**config.mk**
```make
export PLATFORM = sky130hd
export DESIGN_NAME = cps_pin_select
export DESIGN_NICKNAME = d
export VERILOG_FILES = /design/src/shared/cps_pkg.sv /design/src/rtl/cps_sync.sv /design/src/rtl/cps_fs_shift.sv /design/src/rtl/cps_pin_select.sv
export SDC_FILE = /design/constraint.sdc
export NUM_CORES = 1
export LEC_CHECK = 0
export ABC_AREA = 1
export ABC_CLOCK_PERIOD_IN_PS = 1400
export BUFFER_PORTS_ARGS = -buffer_cell sky130_fd_sc_hd__buf_2
export CAP_MARGIN = 10
export CORE_UTILIZATION = 51
export CTS_CLUSTER_DIAMETER = 120
export DETAILED_ROUTE_END_ITERATION = 16
export HOLD_SLACK_MARGIN = 0.05
export PLACE_DENSITY = 0.85
export SLEW_MARGIN = 20
export SYNTH_ARGS = -nofsm -noshare
export SYNTH_HDL_FRONTEND = slang
export SYNTH_SLANG_ARGS = --single-unit
```
**constraint.sdc**
```tcl
create_clock -name CLK -period 1.4 [get_ports CLK]
set_input_delay 0.07 -clock CLK [delete_from_list [all_inputs] [get_ports CLK]]
set_output_delay 0.07 -clock CLK [all_outputs]
set_load 0.1 [all_outputs]
```
**src/shared/cps_pkg.sv**
```systemverilog
// constants, register map and types for the clock pin function select block
`default_nettype none
package cps_pkg;
  localparam int unsigned DATA_W = 32;
  localparam int unsigned ADDR_W = 8;
  localparam int unsigned FS_BITS = 3;
  localparam int unsigned NUM_PAIRS = 4;
  localparam int unsigned NUM_SYNC = 8;

  // register indices: byte address is four times the index
  localparam logic [5:0] REG_IDX_OUT_EN = 6'h03;
  localparam logic [5:0] REG_IDX_PIN_FUNC = 6'h06;
  localparam logic [5:0] REG_IDX_CTRL = 6'h08;
  localparam logic [5:0] REG_IDX_STATUS = 6'h09;

  // output enable byte
  localparam int unsigned OE_SIX_BIT = 2;
  localparam int unsigned OE_SEVEN_BIT = 3;
  localparam int unsigned OE_EIGHT_BIT = 4;
  // pin function byte
  localparam int unsigned FUNC_F_BIT = 6;
  localparam int unsigned FUNC_E_BIT = 7;
  // control byte
  localparam int unsigned CTRL_FSA_BIT = 0;
  localparam int unsigned CTRL_FSC_BIT = 2;
  localparam int unsigned CTRL_MGMT_ARM_BIT = 4;
  localparam int unsigned CTRL_TEST_BIT = 5;
  // status word
  localparam int unsigned ST_STRAP_DONE_BIT = 0;
  localparam int unsigned ST_DEBUG_SEL_BIT = 1;
  localparam int unsigned ST_MGMT_BIT = 2;
  localparam int unsigned ST_PDN_BIT = 3;
  localparam int unsigned ST_FS_LSB = 4;
  localparam int unsigned ST_FUNC_E_BIT = 7;
  localparam int unsigned ST_FUNC_F_BIT = 8;

  localparam logic [7:0] OUT_EN_RST = 8'hff;
  localparam logic [7:0] PIN_FUNC_RST = 8'h00;
  localparam logic [7:0] CTRL_RST = 8'h00;

  // pair indices
  localparam int unsigned P_SIX = 0;
  localparam int unsigned P_SEVEN = 1;
  localparam int unsigned P_EIGHT = 2;
  localparam int unsigned P_CPU1 = 3;

  // synchroniser lanes
  localparam int unsigned S_PWRGD = 0;
  localparam int unsigned S_STRAP = 1;
  localparam int unsigned S_FSB = 2;
  localparam int unsigned S_SH_DATA = 3;
  localparam int unsigned S_SH_CLK = 4;
  localparam int unsigned S_STOP = 5;
  localparam int unsigned S_REQ_E = 6;
  localparam int unsigned S_REQ_F = 7;

  typedef enum logic [1:0] {PWR_WAIT_GOOD, PWR_RUN, PWR_DOWN, PWR_MGMT} cps_pwr_t;
endpackage
`default_nettype wire

```
**src/rtl/cps_sync.sv**
```systemverilog
// two-flop synchroniser bank for pin inputs
`default_nettype none
module cps_sync #(
  parameter int unsigned W = 1
) (
  input wire logic CLK, // system clock
  input wire logic RST_B, // async reset, active low
  input wire logic [W-1:0] d, // asynchronous pin levels
  output logic [W-1:0] q // synchronised levels
);
  logic [W-1:0] meta_r;
  logic [W-1:0] q_r;

  initial begin
    if (W < 1) $error("cps_sync: W must be at least 1");
  end

  always_ff @(posedge CLK or negedge RST_B) begin
    if (!RST_B) begin
      meta_r <= '0;
      q_r <= '0;
    end else begin
      meta_r <= d;
      q_r <= meta_r;
    end
  end

  assign q = q_r;
endmodule
`default_nettype wire

```
**src/rtl/cps_fs_shift.sv**
```systemverilog
// serial frequency-select loader used in management mode
`default_nettype none
module cps_fs_shift #(
  parameter int unsigned NBITS = 3
) (
  input wire logic CLK, // system clock
  input wire logic RST_B, // async reset, active low
  input wire logic en, // management mode active
  input wire logic bit_stb, // one-cycle pulse per rising shift clock
  input wire logic bit_in, // synchronised serial data
  output logic load, // one-cycle pulse, word complete
  output logic [NBITS-1:0] word // assembled word, first bit is msb
);
  logic [NBITS-1:0] sh_r;
  logic [$clog2(NBITS+1)-1:0] cnt_r;
  logic load_r;

  initial begin
    if (NBITS < 2) $error("cps_fs_shift: NBITS must be at least 2");
  end

  always_ff @(posedge CLK or negedge RST_B) begin
    if (!RST_B) begin
      sh_r <= '0;
      cnt_r <= '0;
      load_r <= 1'b0;
    end else begin
      load_r <= 1'b0;
      if (!en) begin
        cnt_r <= '0;
      end else if (bit_stb) begin
        sh_r <= {sh_r[NBITS-2:0], bit_in};
        if (cnt_r == ($clog2(NBITS+1))'(NBITS - 1)) begin
          cnt_r <= '0;
          load_r <= 1'b1;
        end else begin
          cnt_r <= cnt_r + 1'b1;
        end
      end
    end
  end

  assign load = load_r;
  assign word = sh_r;
endmodule
`default_nettype wire

```
**src/rtl/cps_pin_select.sv**
```systemverilog
// pin function select, strap latch and power state for the shared clock pins
`default_nettype none
// What this block does
// complement pin of pair seven drives clock; byte6 bit7 makes it request E for six
// host disables pair seven (byte3 bit3) before turning its pins into requests
// true pin of pair seven drives clock; byte6 bit6 makes it request F for eight
// a pair disabled by configuration puts both pins in high impedance; the debug clock on pair eight pins stays driven
// strap latched at power-up: 0 gives pair eight, 1 the debug clock
// cpu pair one runs free, ignoring stop, in management mode
// power-good edges latch straps, enter/leave management or power-down
// in test mode the test-select level picks high-z or divided reference live
// frequency-select b input is one of the cpu frequency selection bits
// in management mode three select bits shift in on a separate clock pin
// request-controlled pair runs while active-low request is low, stops otherwise
// pin function switches to request only once the owning pair is disabled
module cps_pin_select
  import cps_pkg::*;
(
  input wire logic CLK, // system clock, 20 MHz
  input wire logic RST_B, // async reset, active low
  input wire logic PSEL, // apb select
  input wire logic PENABLE, // apb access phase
  input wire logic PWRITE, // apb write
  input wire logic [cps_pkg::ADDR_W-1:0] PADDR, // apb byte address
  input wire logic [cps_pkg::DATA_W-1:0] PWDATA, // apb write data
  output logic [cps_pkg::DATA_W-1:0] PRDATA, // apb read data
  output logic PREADY, // apb ready
  output logic PSLVERR, // apb error, unmapped address
  input wire logic POWER_GOOD_POWERDOWN_IN, // power good / power down pin
  input wire logic DEBUG_CLOCK_STRAP, // strap choosing debug clock on pair eight pins
  input wire logic FREQ_SELECT_B, // frequency select b, test select in test mode
  input wire logic FS_SHIFT_DATA, // serial select data in management mode
  input wire logic FS_SHIFT_CLK, // serial select bit clock in management mode
  input wire logic CPU_STOP_B, // stop request for cpu clocks, active low
  input wire logic SRC_CLK_IN, // reference clock level from the synthesiser
  input wire logic CPU_CLK_IN, // cpu clock level from the synthesiser
  input wire logic DEBUG_CLK_IN, // debug-port cpu clock level
  input wire logic REF_DIV_N_IN, // reference divided by n, test mode source
  output logic REF_PAIR_SIX_T_O, // pair six true
  output logic REF_PAIR_SIX_C_O, // pair six complement
  output logic REF_PAIR_SIX_OE, // pair six drive enable
  input wire logic SEVEN_T_I, // pair seven true pin level (clkreq_in_f)
  output logic SEVEN_T_O, // pair seven true drive value
  output logic SEVEN_T_OE, // pair seven true drive enable
  input wire logic SEVEN_C_I, // pair seven complement pin level (clkreq_in_e)
  output logic SEVEN_C_O, // pair seven complement drive value
  output logic SEVEN_C_OE, // pair seven complement drive enable
  output logic EIGHT_T_O, // pair eight or debug clock true
  output logic EIGHT_C_O, // pair eight or debug clock complement
  output logic EIGHT_OE, // pair eight pins drive enable
  output logic CPU_PAIR_ONE_FREERUN_T_O, // cpu pair one true
  output logic CPU_PAIR_ONE_FREERUN_C_O, // cpu pair one complement
  output logic CPU_PAIR_ONE_FREERUN_OE, // cpu pair one drive enable
  output logic [cps_pkg::FS_BITS-1:0] FREQ_SEL, // cpu frequency selection
  output logic MGMT_MODE, // management mode active
  output logic POWER_DOWN // power-down mode active
);
  import cps_pkg::*;

  logic [NUM_SYNC-1:0] pin_raw;
  logic [NUM_SYNC-1:0] pin_s;
  logic pg_d_r, sh_clk_d_r;
  logic pg_rise, pg_fall, sh_stb;
  logic fs_load;
  logic [FS_BITS-1:0] fs_word;
  cps_pwr_t state_r, state_nxt;
  logic [7:0] out_en_r, pin_func_r, ctrl_r;
  logic func_e_r, func_f_r;
  logic strap_done_r, debug_sel_r;
  logic [FS_BITS-1:0] fs_r;
  logic mgmt_r, pdn_r;
  logic pready_r, pslverr_r;
  logic [DATA_W-1:0] prdata_r, rd_data, status;
  logic rd_hit, acc, wr_en;
  logic running, test_act, test_sel;
  logic [NUM_PAIRS-1:0] pr_run, pr_oe_t, pr_oe_c, pr_clk;
  logic [NUM_PAIRS-1:0] t_r, c_r, oe_t_r, oe_c_r;

  assign pin_raw = {SEVEN_T_I, SEVEN_C_I, CPU_STOP_B, FS_SHIFT_CLK, FS_SHIFT_DATA,
                    FREQ_SELECT_B, DEBUG_CLOCK_STRAP, POWER_GOOD_POWERDOWN_IN};

  cps_sync #(.W(NUM_SYNC)) u_sync (
    .CLK(CLK),
    .RST_B(RST_B),
    .d(pin_raw),
    .q(pin_s)
  );

  always_ff @(posedge CLK or negedge RST_B) begin
    if (!RST_B) begin
      pg_d_r <= 1'b0;
      sh_clk_d_r <= 1'b0;
    end else begin
      pg_d_r <= pin_s[S_PWRGD];
      sh_clk_d_r <= pin_s[S_SH_CLK];
    end
  end

  assign pg_rise = pin_s[S_PWRGD] & ~pg_d_r;
  assign pg_fall = ~pin_s[S_PWRGD] & pg_d_r;
  assign sh_stb = pin_s[S_SH_CLK] & ~sh_clk_d_r;

  cps_fs_shift #(.NBITS(FS_BITS)) u_fs_shift (
    .CLK(CLK),
    .RST_B(RST_B),
    .en(state_r == PWR_MGMT),
    .bit_stb(sh_stb),
    .bit_in(pin_s[S_SH_DATA]),
    .load(fs_load),
    .word(fs_word)
  );

  // power state, driven by power-good edges
  always_comb begin
    state_nxt = state_r;
    unique case (state_r)
      PWR_WAIT_GOOD: if (pg_rise) state_nxt = PWR_RUN;
      PWR_RUN: begin
        if (pg_fall) begin
          state_nxt = ctrl_r[CTRL_MGMT_ARM_BIT] ? PWR_MGMT : PWR_DOWN;
        end
      end
      PWR_DOWN: if (pg_rise) state_nxt = PWR_RUN;
      PWR_MGMT: if (pg_rise) state_nxt = PWR_RUN;
    endcase
  end

  always_ff @(posedge CLK or negedge RST_B) begin
    if (!RST_B) begin
      state_r <= PWR_WAIT_GOOD;
      mgmt_r <= 1'b0;
      pdn_r <= 1'b0;
    end else begin
      state_r <= state_nxt;
      mgmt_r <= (state_nxt == PWR_MGMT);
      pdn_r <= (state_nxt == PWR_DOWN);
    end
  end

  // straps caught once, on the first power-good rise after reset
  always_ff @(posedge CLK or negedge RST_B) begin
    if (!RST_B) begin
      strap_done_r <= 1'b0;
      debug_sel_r <= 1'b0;
    end else if (state_r == PWR_WAIT_GOOD && pg_rise) begin
      strap_done_r <= 1'b1;
      debug_sel_r <= pin_s[S_STRAP];
    end
  end

  always_ff @(posedge CLK or negedge RST_B) begin
    if (!RST_B) begin
      fs_r <= '0;
    end else if (state_r == PWR_WAIT_GOOD && pg_rise) begin
      fs_r <= {ctrl_r[CTRL_FSC_BIT], pin_s[S_FSB], ctrl_r[CTRL_FSA_BIT]};
    end else if (fs_load) begin
      fs_r <= fs_word;
    end
  end

  // apb slave: one wait state, answer registered
  assign acc = PSEL & PENABLE & ~pready_r;
  assign wr_en = PSEL & PENABLE & pready_r & PWRITE & ~pslverr_r;

  always_comb begin
    status = '0;
    status[ST_STRAP_DONE_BIT] = strap_done_r;
    status[ST_DEBUG_SEL_BIT] = debug_sel_r;
    status[ST_MGMT_BIT] = mgmt_r;
    status[ST_PDN_BIT] = pdn_r;
    status[ST_FS_LSB +: FS_BITS] = fs_r;
    status[ST_FUNC_E_BIT] = func_e_r;
    status[ST_FUNC_F_BIT] = func_f_r;
    rd_hit = 1'b1;
    rd_data = '0;
    unique case (PADDR[ADDR_W-1:2])
      REG_IDX_OUT_EN: rd_data[7:0] = out_en_r;
      REG_IDX_PIN_FUNC: rd_data[7:0] = pin_func_r;
      REG_IDX_CTRL: rd_data[7:0] = ctrl_r;
      REG_IDX_STATUS: rd_data = status;
      default: rd_hit = 1'b0;
    endcase
    if (PADDR[1:0] != 2'h0) begin
      rd_hit = 1'b0;
    end
  end

  always_ff @(posedge CLK or negedge RST_B) begin
    if (!RST_B) begin
      pready_r <= 1'b0;
      pslverr_r <= 1'b0;
      prdata_r <= '0;
    end else begin
      pready_r <= acc;
      pslverr_r <= acc & ~rd_hit;
      if (acc) begin
        prdata_r <= (rd_hit && !PWRITE) ? rd_data : '0;
      end
    end
  end

  always_ff @(posedge CLK or negedge RST_B) begin
    if (!RST_B) begin
      out_en_r <= OUT_EN_RST;
      pin_func_r <= PIN_FUNC_RST;
      ctrl_r <= CTRL_RST;
    end else if (wr_en) begin
      unique case (PADDR[ADDR_W-1:2])
        REG_IDX_OUT_EN: out_en_r <= PWDATA[7:0];
        REG_IDX_PIN_FUNC: pin_func_r <= PWDATA[7:0];
        REG_IDX_CTRL: ctrl_r <= PWDATA[7:0];
        default: ;
      endcase
    end
  end

  // a pin becomes a request input only while pair seven is disabled
  always_ff @(posedge CLK or negedge RST_B) begin
    if (!RST_B) begin
      func_e_r <= 1'b0;
      func_f_r <= 1'b0;
    end else begin
      if (!pin_func_r[FUNC_E_BIT]) begin
        func_e_r <= 1'b0;
      end else if (!out_en_r[OE_SEVEN_BIT]) begin
        func_e_r <= 1'b1;
      end
      if (!pin_func_r[FUNC_F_BIT]) begin
        func_f_r <= 1'b0;
      end else if (!out_en_r[OE_SEVEN_BIT]) begin
        func_f_r <= 1'b1;
      end
    end
  end

  assign running = (state_r == PWR_RUN) || (state_r == PWR_MGMT);
  assign test_act = ctrl_r[CTRL_TEST_BIT];
  assign test_sel = pin_s[S_FSB];

  // per-pair run, enable and source selection
  always_comb begin
    pr_run[P_SIX] = running & (~func_e_r | ~pin_s[S_REQ_E]);
    pr_oe_t[P_SIX] = out_en_r[OE_SIX_BIT];
    pr_oe_c[P_SIX] = out_en_r[OE_SIX_BIT];
    pr_clk[P_SIX] = SRC_CLK_IN;

    pr_run[P_SEVEN] = running;
    pr_oe_t[P_SEVEN] = out_en_r[OE_SEVEN_BIT] & ~func_f_r;
    pr_oe_c[P_SEVEN] = out_en_r[OE_SEVEN_BIT] & ~func_e_r;
    pr_clk[P_SEVEN] = SRC_CLK_IN;

    if (debug_sel_r) begin
      pr_run[P_EIGHT] = running;
      pr_oe_t[P_EIGHT] = 1'b1;
      pr_oe_c[P_EIGHT] = 1'b1;
      pr_clk[P_EIGHT] = DEBUG_CLK_IN;
    end else begin
      pr_run[P_EIGHT] = running & (~func_f_r | ~pin_s[S_REQ_F]);
      pr_oe_t[P_EIGHT] = out_en_r[OE_EIGHT_BIT];
      pr_oe_c[P_EIGHT] = out_en_r[OE_EIGHT_BIT];
      pr_clk[P_EIGHT] = SRC_CLK_IN;
    end

    pr_run[P_CPU1] = (state_r == PWR_MGMT) | (running & pin_s[S_STOP]);
    pr_oe_t[P_CPU1] = 1'b1;
    pr_oe_c[P_CPU1] = 1'b1;
    pr_clk[P_CPU1] = CPU_CLK_IN;
  end

  // output flops; a stopped pair parks true low, complement high
  for (genvar p = 0; p < NUM_PAIRS; p++) begin : g_pair
    always_ff @(posedge CLK or negedge RST_B) begin
      if (!RST_B) begin
        t_r[p] <= 1'b0;
        c_r[p] <= 1'b0;
        oe_t_r[p] <= 1'b0;
        oe_c_r[p] <= 1'b0;
      end else if (test_act) begin
        t_r[p] <= REF_DIV_N_IN;
        c_r[p] <= ~REF_DIV_N_IN;
        oe_t_r[p] <= pr_oe_t[p] & test_sel;
        oe_c_r[p] <= pr_oe_c[p] & test_sel;
      end else begin
        t_r[p] <= pr_run[p] & pr_clk[p];
        c_r[p] <= ~(pr_run[p] & pr_clk[p]);
        oe_t_r[p] <= pr_oe_t[p];
        oe_c_r[p] <= pr_oe_c[p];
      end
    end
  end

  assign REF_PAIR_SIX_T_O = t_r[P_SIX];
  assign REF_PAIR_SIX_C_O = c_r[P_SIX];
  assign REF_PAIR_SIX_OE = oe_t_r[P_SIX];
  assign SEVEN_T_O = t_r[P_SEVEN];
  assign SEVEN_T_OE = oe_t_r[P_SEVEN];
  assign SEVEN_C_O = c_r[P_SEVEN];
  assign SEVEN_C_OE = oe_c_r[P_SEVEN];
  assign EIGHT_T_O = t_r[P_EIGHT];
  assign EIGHT_C_O = c_r[P_EIGHT];
  assign EIGHT_OE = oe_t_r[P_EIGHT];
  assign CPU_PAIR_ONE_FREERUN_T_O = t_r[P_CPU1];
  assign CPU_PAIR_ONE_FREERUN_C_O = c_r[P_CPU1];
  assign CPU_PAIR_ONE_FREERUN_OE = oe_t_r[P_CPU1];
  assign FREQ_SEL = fs_r;
  assign MGMT_MODE = mgmt_r;
  assign POWER_DOWN = pdn_r;
  assign PRDATA = prdata_r;
  assign PREADY = pready_r;
  assign PSLVERR = pslverr_r;
endmodule
`default_nettype wire

```
## Yosys cells after proc, flatten, opt, wreduce, memory -nomap -nowiden

Index checks and enable logic that the tools add are counted.

| operators by class | value |
|---|---|
| add/sub/neg operators | 1 |
| equal/unequal tests | 13 |
| muxes and demuxes | 36 |
| bitwise logic cells | 40 |
| reduce and logical (&&, ||, !) cells | 13 |

Operator list:

| operator | number |
|---|---|
| 32-bit 2-to-1 mux | 1 |
| 8-bit case mux with 4 select lines | 1 |
| 1-bit 2-to-1 mux | 26 |
| 1-bit AND | 22 |
| 1-bit NOT | 15 |
| 6-bit by 4-bit equality test with 1-bit output (second input constant) | 2 |
| 2-bit equality test (second input constant) | 5 |
| 2-bit 2-to-1 mux | 5 |
| 2-bit AND reduction | 4 |
| 6-bit by 2-bit equality test with 1-bit output (second input constant) | 1 |
| 6-bit by 3-bit equality test with 1-bit output (second input constant) | 1 |
| 3-bit 2-to-1 mux | 2 |
| 2-bit inequality test (second input constant) | 3 |
| 2-bit case mux with 2 select lines | 1 |
| 2-bit nonzero test | 2 |
| 4-bit OR reduction | 1 |
| 1-bit bitwise OR | 3 |
| 3-bit OR reduction | 1 |
| 2-bit by 1-bit adder with 2-bit output (second input constant) | 1 |
| 2-bit by 1-bit equality test with 1-bit output (second input constant) | 1 |
| 1-bit logical AND | 2 |
| 2-bit logical NOT | 1 |
| 1-bit logical NOT | 1 |
| 1-bit logical OR | 1 |

| word-level totals | value |
|---|---|
| flip-flop bits (word level) | 106 |
| input bits | 57 |
| output and inout bits | 52 |
| word-level logic and storage cells | 137 |

## Logic depth before layout (Yosys ltp)

| depth | value |
|---|---|
| depth in word-level cells | 7 |
| depth in mapped cells | 8 |
| mapped depth without buffers | 8 |

## By module

Synthesis repeated with hierarchy kept, for this count alone.

| second synthesis, totals | value |
|---|---|
| cells, all modules | 392 |
| area total of the unflattened synthesis | 3,537.1 sq um |

By module, submodules not included:

| module | instances | cells an instance | area each (sq um) | seq. area each (sq um) |
|---|---|---|---|---|
| cps_pin_select | 1 | 347 | 2,895.3 | 1,536.5 |
| cps_sync | 1 | 16 | 400.4 | 400.4 |
| cps_fs_shift | 1 | 29 | 241.5 | 150.1 |

## Least setup slack after synthesis

Ideal clock, no wire load.

| path | value |
|---|---|
| path kind | register to register |
| start point | register pready_r, in the netlist PREADY |
| end point | register ctrl_r[6] |
| setup time | 0.121 ns |
| data arrival time | 1.854 ns |
| required time | 1.279 ns |
| path slack | -0.575 ns |
| stages on the path, launching flop included | 7 |
| buffers on the path | 1 |
| clock period less this slack | 1.975 ns |
| cells stage by stage | dfrtp_1 -> nand4_1 -> nor2_4 -> nand4_4 -> buf_2 -> nand2_1 -> o21ai_1 |

| on the way | value |
|---|---|
| cells in the longest elaborated chain, start to end | 4 |

Ends and longest elaborated chain:

| item | line | source |
|---|---|---|
| start, declared | cps_pin_select.sv:72 | `logic pready_r, pslverr_r;` |
| start signal, assigned | cps_pin_select.sv:190 | `pready_r <= 1'b0;` |
| start signal, assigned | cps_pin_select.sv:194 | `pready_r <= acc;` |
| 1-bit AND (3 in series) | cps_pin_select.sv:163 | `assign wr_en = PSEL & PENABLE & pready_r & PWRITE & ~pslverr_r;` |
| 2-bit AND reduction (no source line) | n/a |  |
| end signal, assigned | cps_pin_select.sv:211 | `REG_IDX_CTRL: ctrl_r <= PWDATA[7:0];` |
| end, declared | cps_pin_select.sv:67 | `logic [7:0] out_en_r, pin_func_r, ctrl_r;` |

Every way passes these cells.
A chain may end at the register's enable or synchronous reset.

## Final worst setup path

| path | value |
|---|---|
| start point | register pready_r, in the netlist PREADY |
| end point | register ctrl_r[7] |

Same word-level chain as after synthesis.

==> flow_summary.ini <==
[sta]
clock_skew_ps = 8.75
period_needed_ps = 1360
fin_crit_sh = 0.974
grt_setup_unrepaired = yes
fmax_mhz = 733
relSlewSlack = 0.659
whs_ps = 60.9
worst_slew_pin_slew_ps = 512
hold_viol = 0
fin_ws_ps = 36.1
setup_viol = 0
slew_violations = 0

[logic_synthesis]
ys_types = 29
yosys_warnings = 0
avgSynthCellArea_um2 = 9.25
synth_seq_cells = 83
yosysSeqAreaShare = 0.584
synthCells = 386
netlist_area_um2 = 3570

[outcome]
status = finished, final reports clean

[placed_design]
portBuffers = 61
gp_congestion = 0.852
post-dp-hpwl_mm = 4.93
post-place-ws_ps = 57.4

[die]
die_w_um = 85.7
rows = 30
die_h_um = 85.7
dieArea_um2 = 7340
ios = 109
initial_utilization = 0.526
core_area_um2 = 6790

[hold_path]
hold_start = PSEL
hold_depth = 3
hold_path_end = PSLVERR$_DFF_PN0_
hold_path.class = in -> reg

[final_layout]
antennaDiodeCount = 0
final_cell_mix = nand2_1, dfrtp_1, inv_1
mostFrequentLayoutCell = nand2_1
final_nets = 537
layout-drive-gt1-share = 0.233
syn_to_final_growth_pct = 24.4
utilization = 0.654

[clock_network]
insertion_delay_ps = 350
cts_tree = done
htreeDepth = 3
cts_max_path_buffers = 2
cts_buffers = 9
post-cts-setup-buffers = 0
cts.sinks = 83
clk_pin_slew_ps = 80
clockRootBuffer = clkbuf_8

[grt]
overflow = 0
grt_pass1_wl_mm = 11.5
grt_pass1_vias = 2497
grt_max_degree = 39
grt_use_total = 0.205
antenna_found_initial = 0

[setup_path]
r2r_start = PREADY$_DFF_PN0_
path_cells = nand4_1, nor2_4, nand4_4, nand2_1, o21ai_1
ff2ff_path_depth = 5
worstSetupPathType = reg -> reg
start_kind = flop
r2r_slack_ps = 40
cp.arrival_ps = 1600
r2r-end = ctrl_r[7]$_DFFE_PN0P_
slowest_stage = dfrtp_4
endpoint_kind = flop
slowest_delay_ps = 420
required_ps = 1640
cp_max_fo = 16

[drt]
dr.pass1.iters = 7
final_antenna_net_count = 0
drc = 0
vias = 2684
wl_per_cell_um = 12.1
drt_iter0_drc = 235
drt_wl_total_mm = 7.05
drt-vias-per-instance = 4.62

[power_and_ir_drop]
power_density_nw_per_um2 = 1520
peakVddDrop_uv = 797
p_leak_nw = 2.23

[flow_run]
maxCapViolations = 0
## synth_stat cells
cell / number / area [µm²]
o21bai_1: 1 / 7.51
inv_1: 64 / 240
o21ai_1: 24 / 120
dfrtp_1: 75 / 1880
conb_1: 1 / 3.75
clkinv_1: 1 / 3.75
o221ai_1: 3 / 26.3
nor2_2: 2 / 12.5
o22ai_1: 2 / 12.5
nand3_1: 15 / 75.1
nand2_2: 1 / 6.26
inv_2: 1 / 3.75
nand4_4: 3 / 63.8
nor2_4: 3 / 33.8
dlymetal6s2s_1: 1 / 12.5
or2_2: 2 / 12.5
nor2_8: 1 / 20.0
nand3_2: 3 / 30.0
a21oi_1: 6 / 30.0
nand2_1: 72 / 270
o21ai_0: 3 / 15.0
dfstp_2: 8 / 210
a31oi_1: 2 / 12.5
buf_4: 23 / 173
nor3_1: 4 / 20.0
buf_2: 3 / 15.0
nor2_1: 58 / 218
nand3_4: 2 / 35.0
nand4_1: 2 / 12.5
## state kept, by name (all words and copies together) (netlist names), 2 cells and up
register,count
FREQ_SEL,3
PRDATA,9
ctrl_r,8
out_en_r,8
pin_func_r,8
state_r,2
u_fs_shift.cnt_r,2
u_fs_shift.word,3
u_sync.meta_r,8
u_sync.q,8
## worst max-delay path: cells and delay by family, from the launching register on
family           cells  cell delay [ps]
flip-flops           1              420
AND/OR/NAND/NOR      4              760
AO/OA/AOI/OAI        1               70
## through the flow
| step | power, W | TNS, ps | cells | instance area [µm²] |
|---|---|---|---|---|
| 2_1_floorplan | 0.00421 | -1780 | 408 | 3680 |
| 3_3_place_gp | 0.00447 | 0 | 542 | 3950 |
| 3_5_place_dp | 0.00451 | 0 | 542 | 3950 |
| 4_1_cts | 0.00674 | 0 | 581 | 4440 |
| 5_1_grt | 0.00697 | -625 | 581 | 4440 |
| 6_report | 0.00675 | 0 | 581 | 4440 |
## area by class of cell
class                           instances  area (µm²)
Clock buffer                            9         124
Fill cell                             522        2350
Timing Repair Buffer                   88         593
Inverter                               66         248
Multi-Input combinational cell        232        1120
Sequential cell                        83        2100
Clock inverter                          7         139
Tap cell                               96         120
## cell families after synthesis
| group | share of synthesized area |
|---|---|
| and+or+nand+nor | 0.227 |
| buffers and inverters | 0.125 |
| DFF | 0.584 |
| AOI/OAI and AO/OA | 0.0627 |
| other | 0.00105 |
## routing by layer
metal / track usage / vias to the layer above / share of wire
met4: 0.100 / 0 / 0.018
met1: 0.262 / 1243 / 0.45
met3: 0.0346 / 12 / 0.042
met2: 0.340 / 92 / 0.49
li1: - / 1337 / -
met5: 0 / - / 0
## how the worst max path moves through the flow
| stage | startpoint | end | slack [ps] | depth (start not counted) |
|---|---|---|---|---|
| final | PREADY$_DFF_PN0_ | ctrl_r[7]$_DFFE_PN0P_ | 40 | 5 |
| after global placement | PREADY$_DFF_PN0_ | ctrl_r[2]$_DFFE_PN0P_ | 110 | 5 |
| after global routing | u_sync.q[0]$_DFF_PN0_ | FREQ_SEL[1]$_DFFE_PN0P_ | -60 | 5 |
| after CTS | PREADY$_DFF_PN0_ | ctrl_r[7]$_DFFE_PN0P_ | 40 | 5 |
| after detailed placement | PREADY$_DFF_PN0_ | ctrl_r[7]$_DFFE_PN0P_ | 60 | 5 |
| after floorplan | PREADY$_DFF_PN0_ | ctrl_r[6]$_DFFE_PN0P_ | -110 | 6 |
## timing repair
action	4_1_cts	5_1_grt
resized for setup	0	1
setup endpoints to repair	0	26
hold buffers	23	0
endpoints found under the hold margin	81	0
## power breakdown
part           leakage (nW)  internal, W  total, W  switching (W)
registers              1.03      0.00263   0.00275       0.000117
logic                  1.06     0.000287   0.00179        0.00150
clock network         0.134      0.00136   0.00222       0.000850
Power figures use the tool's default switching activity.
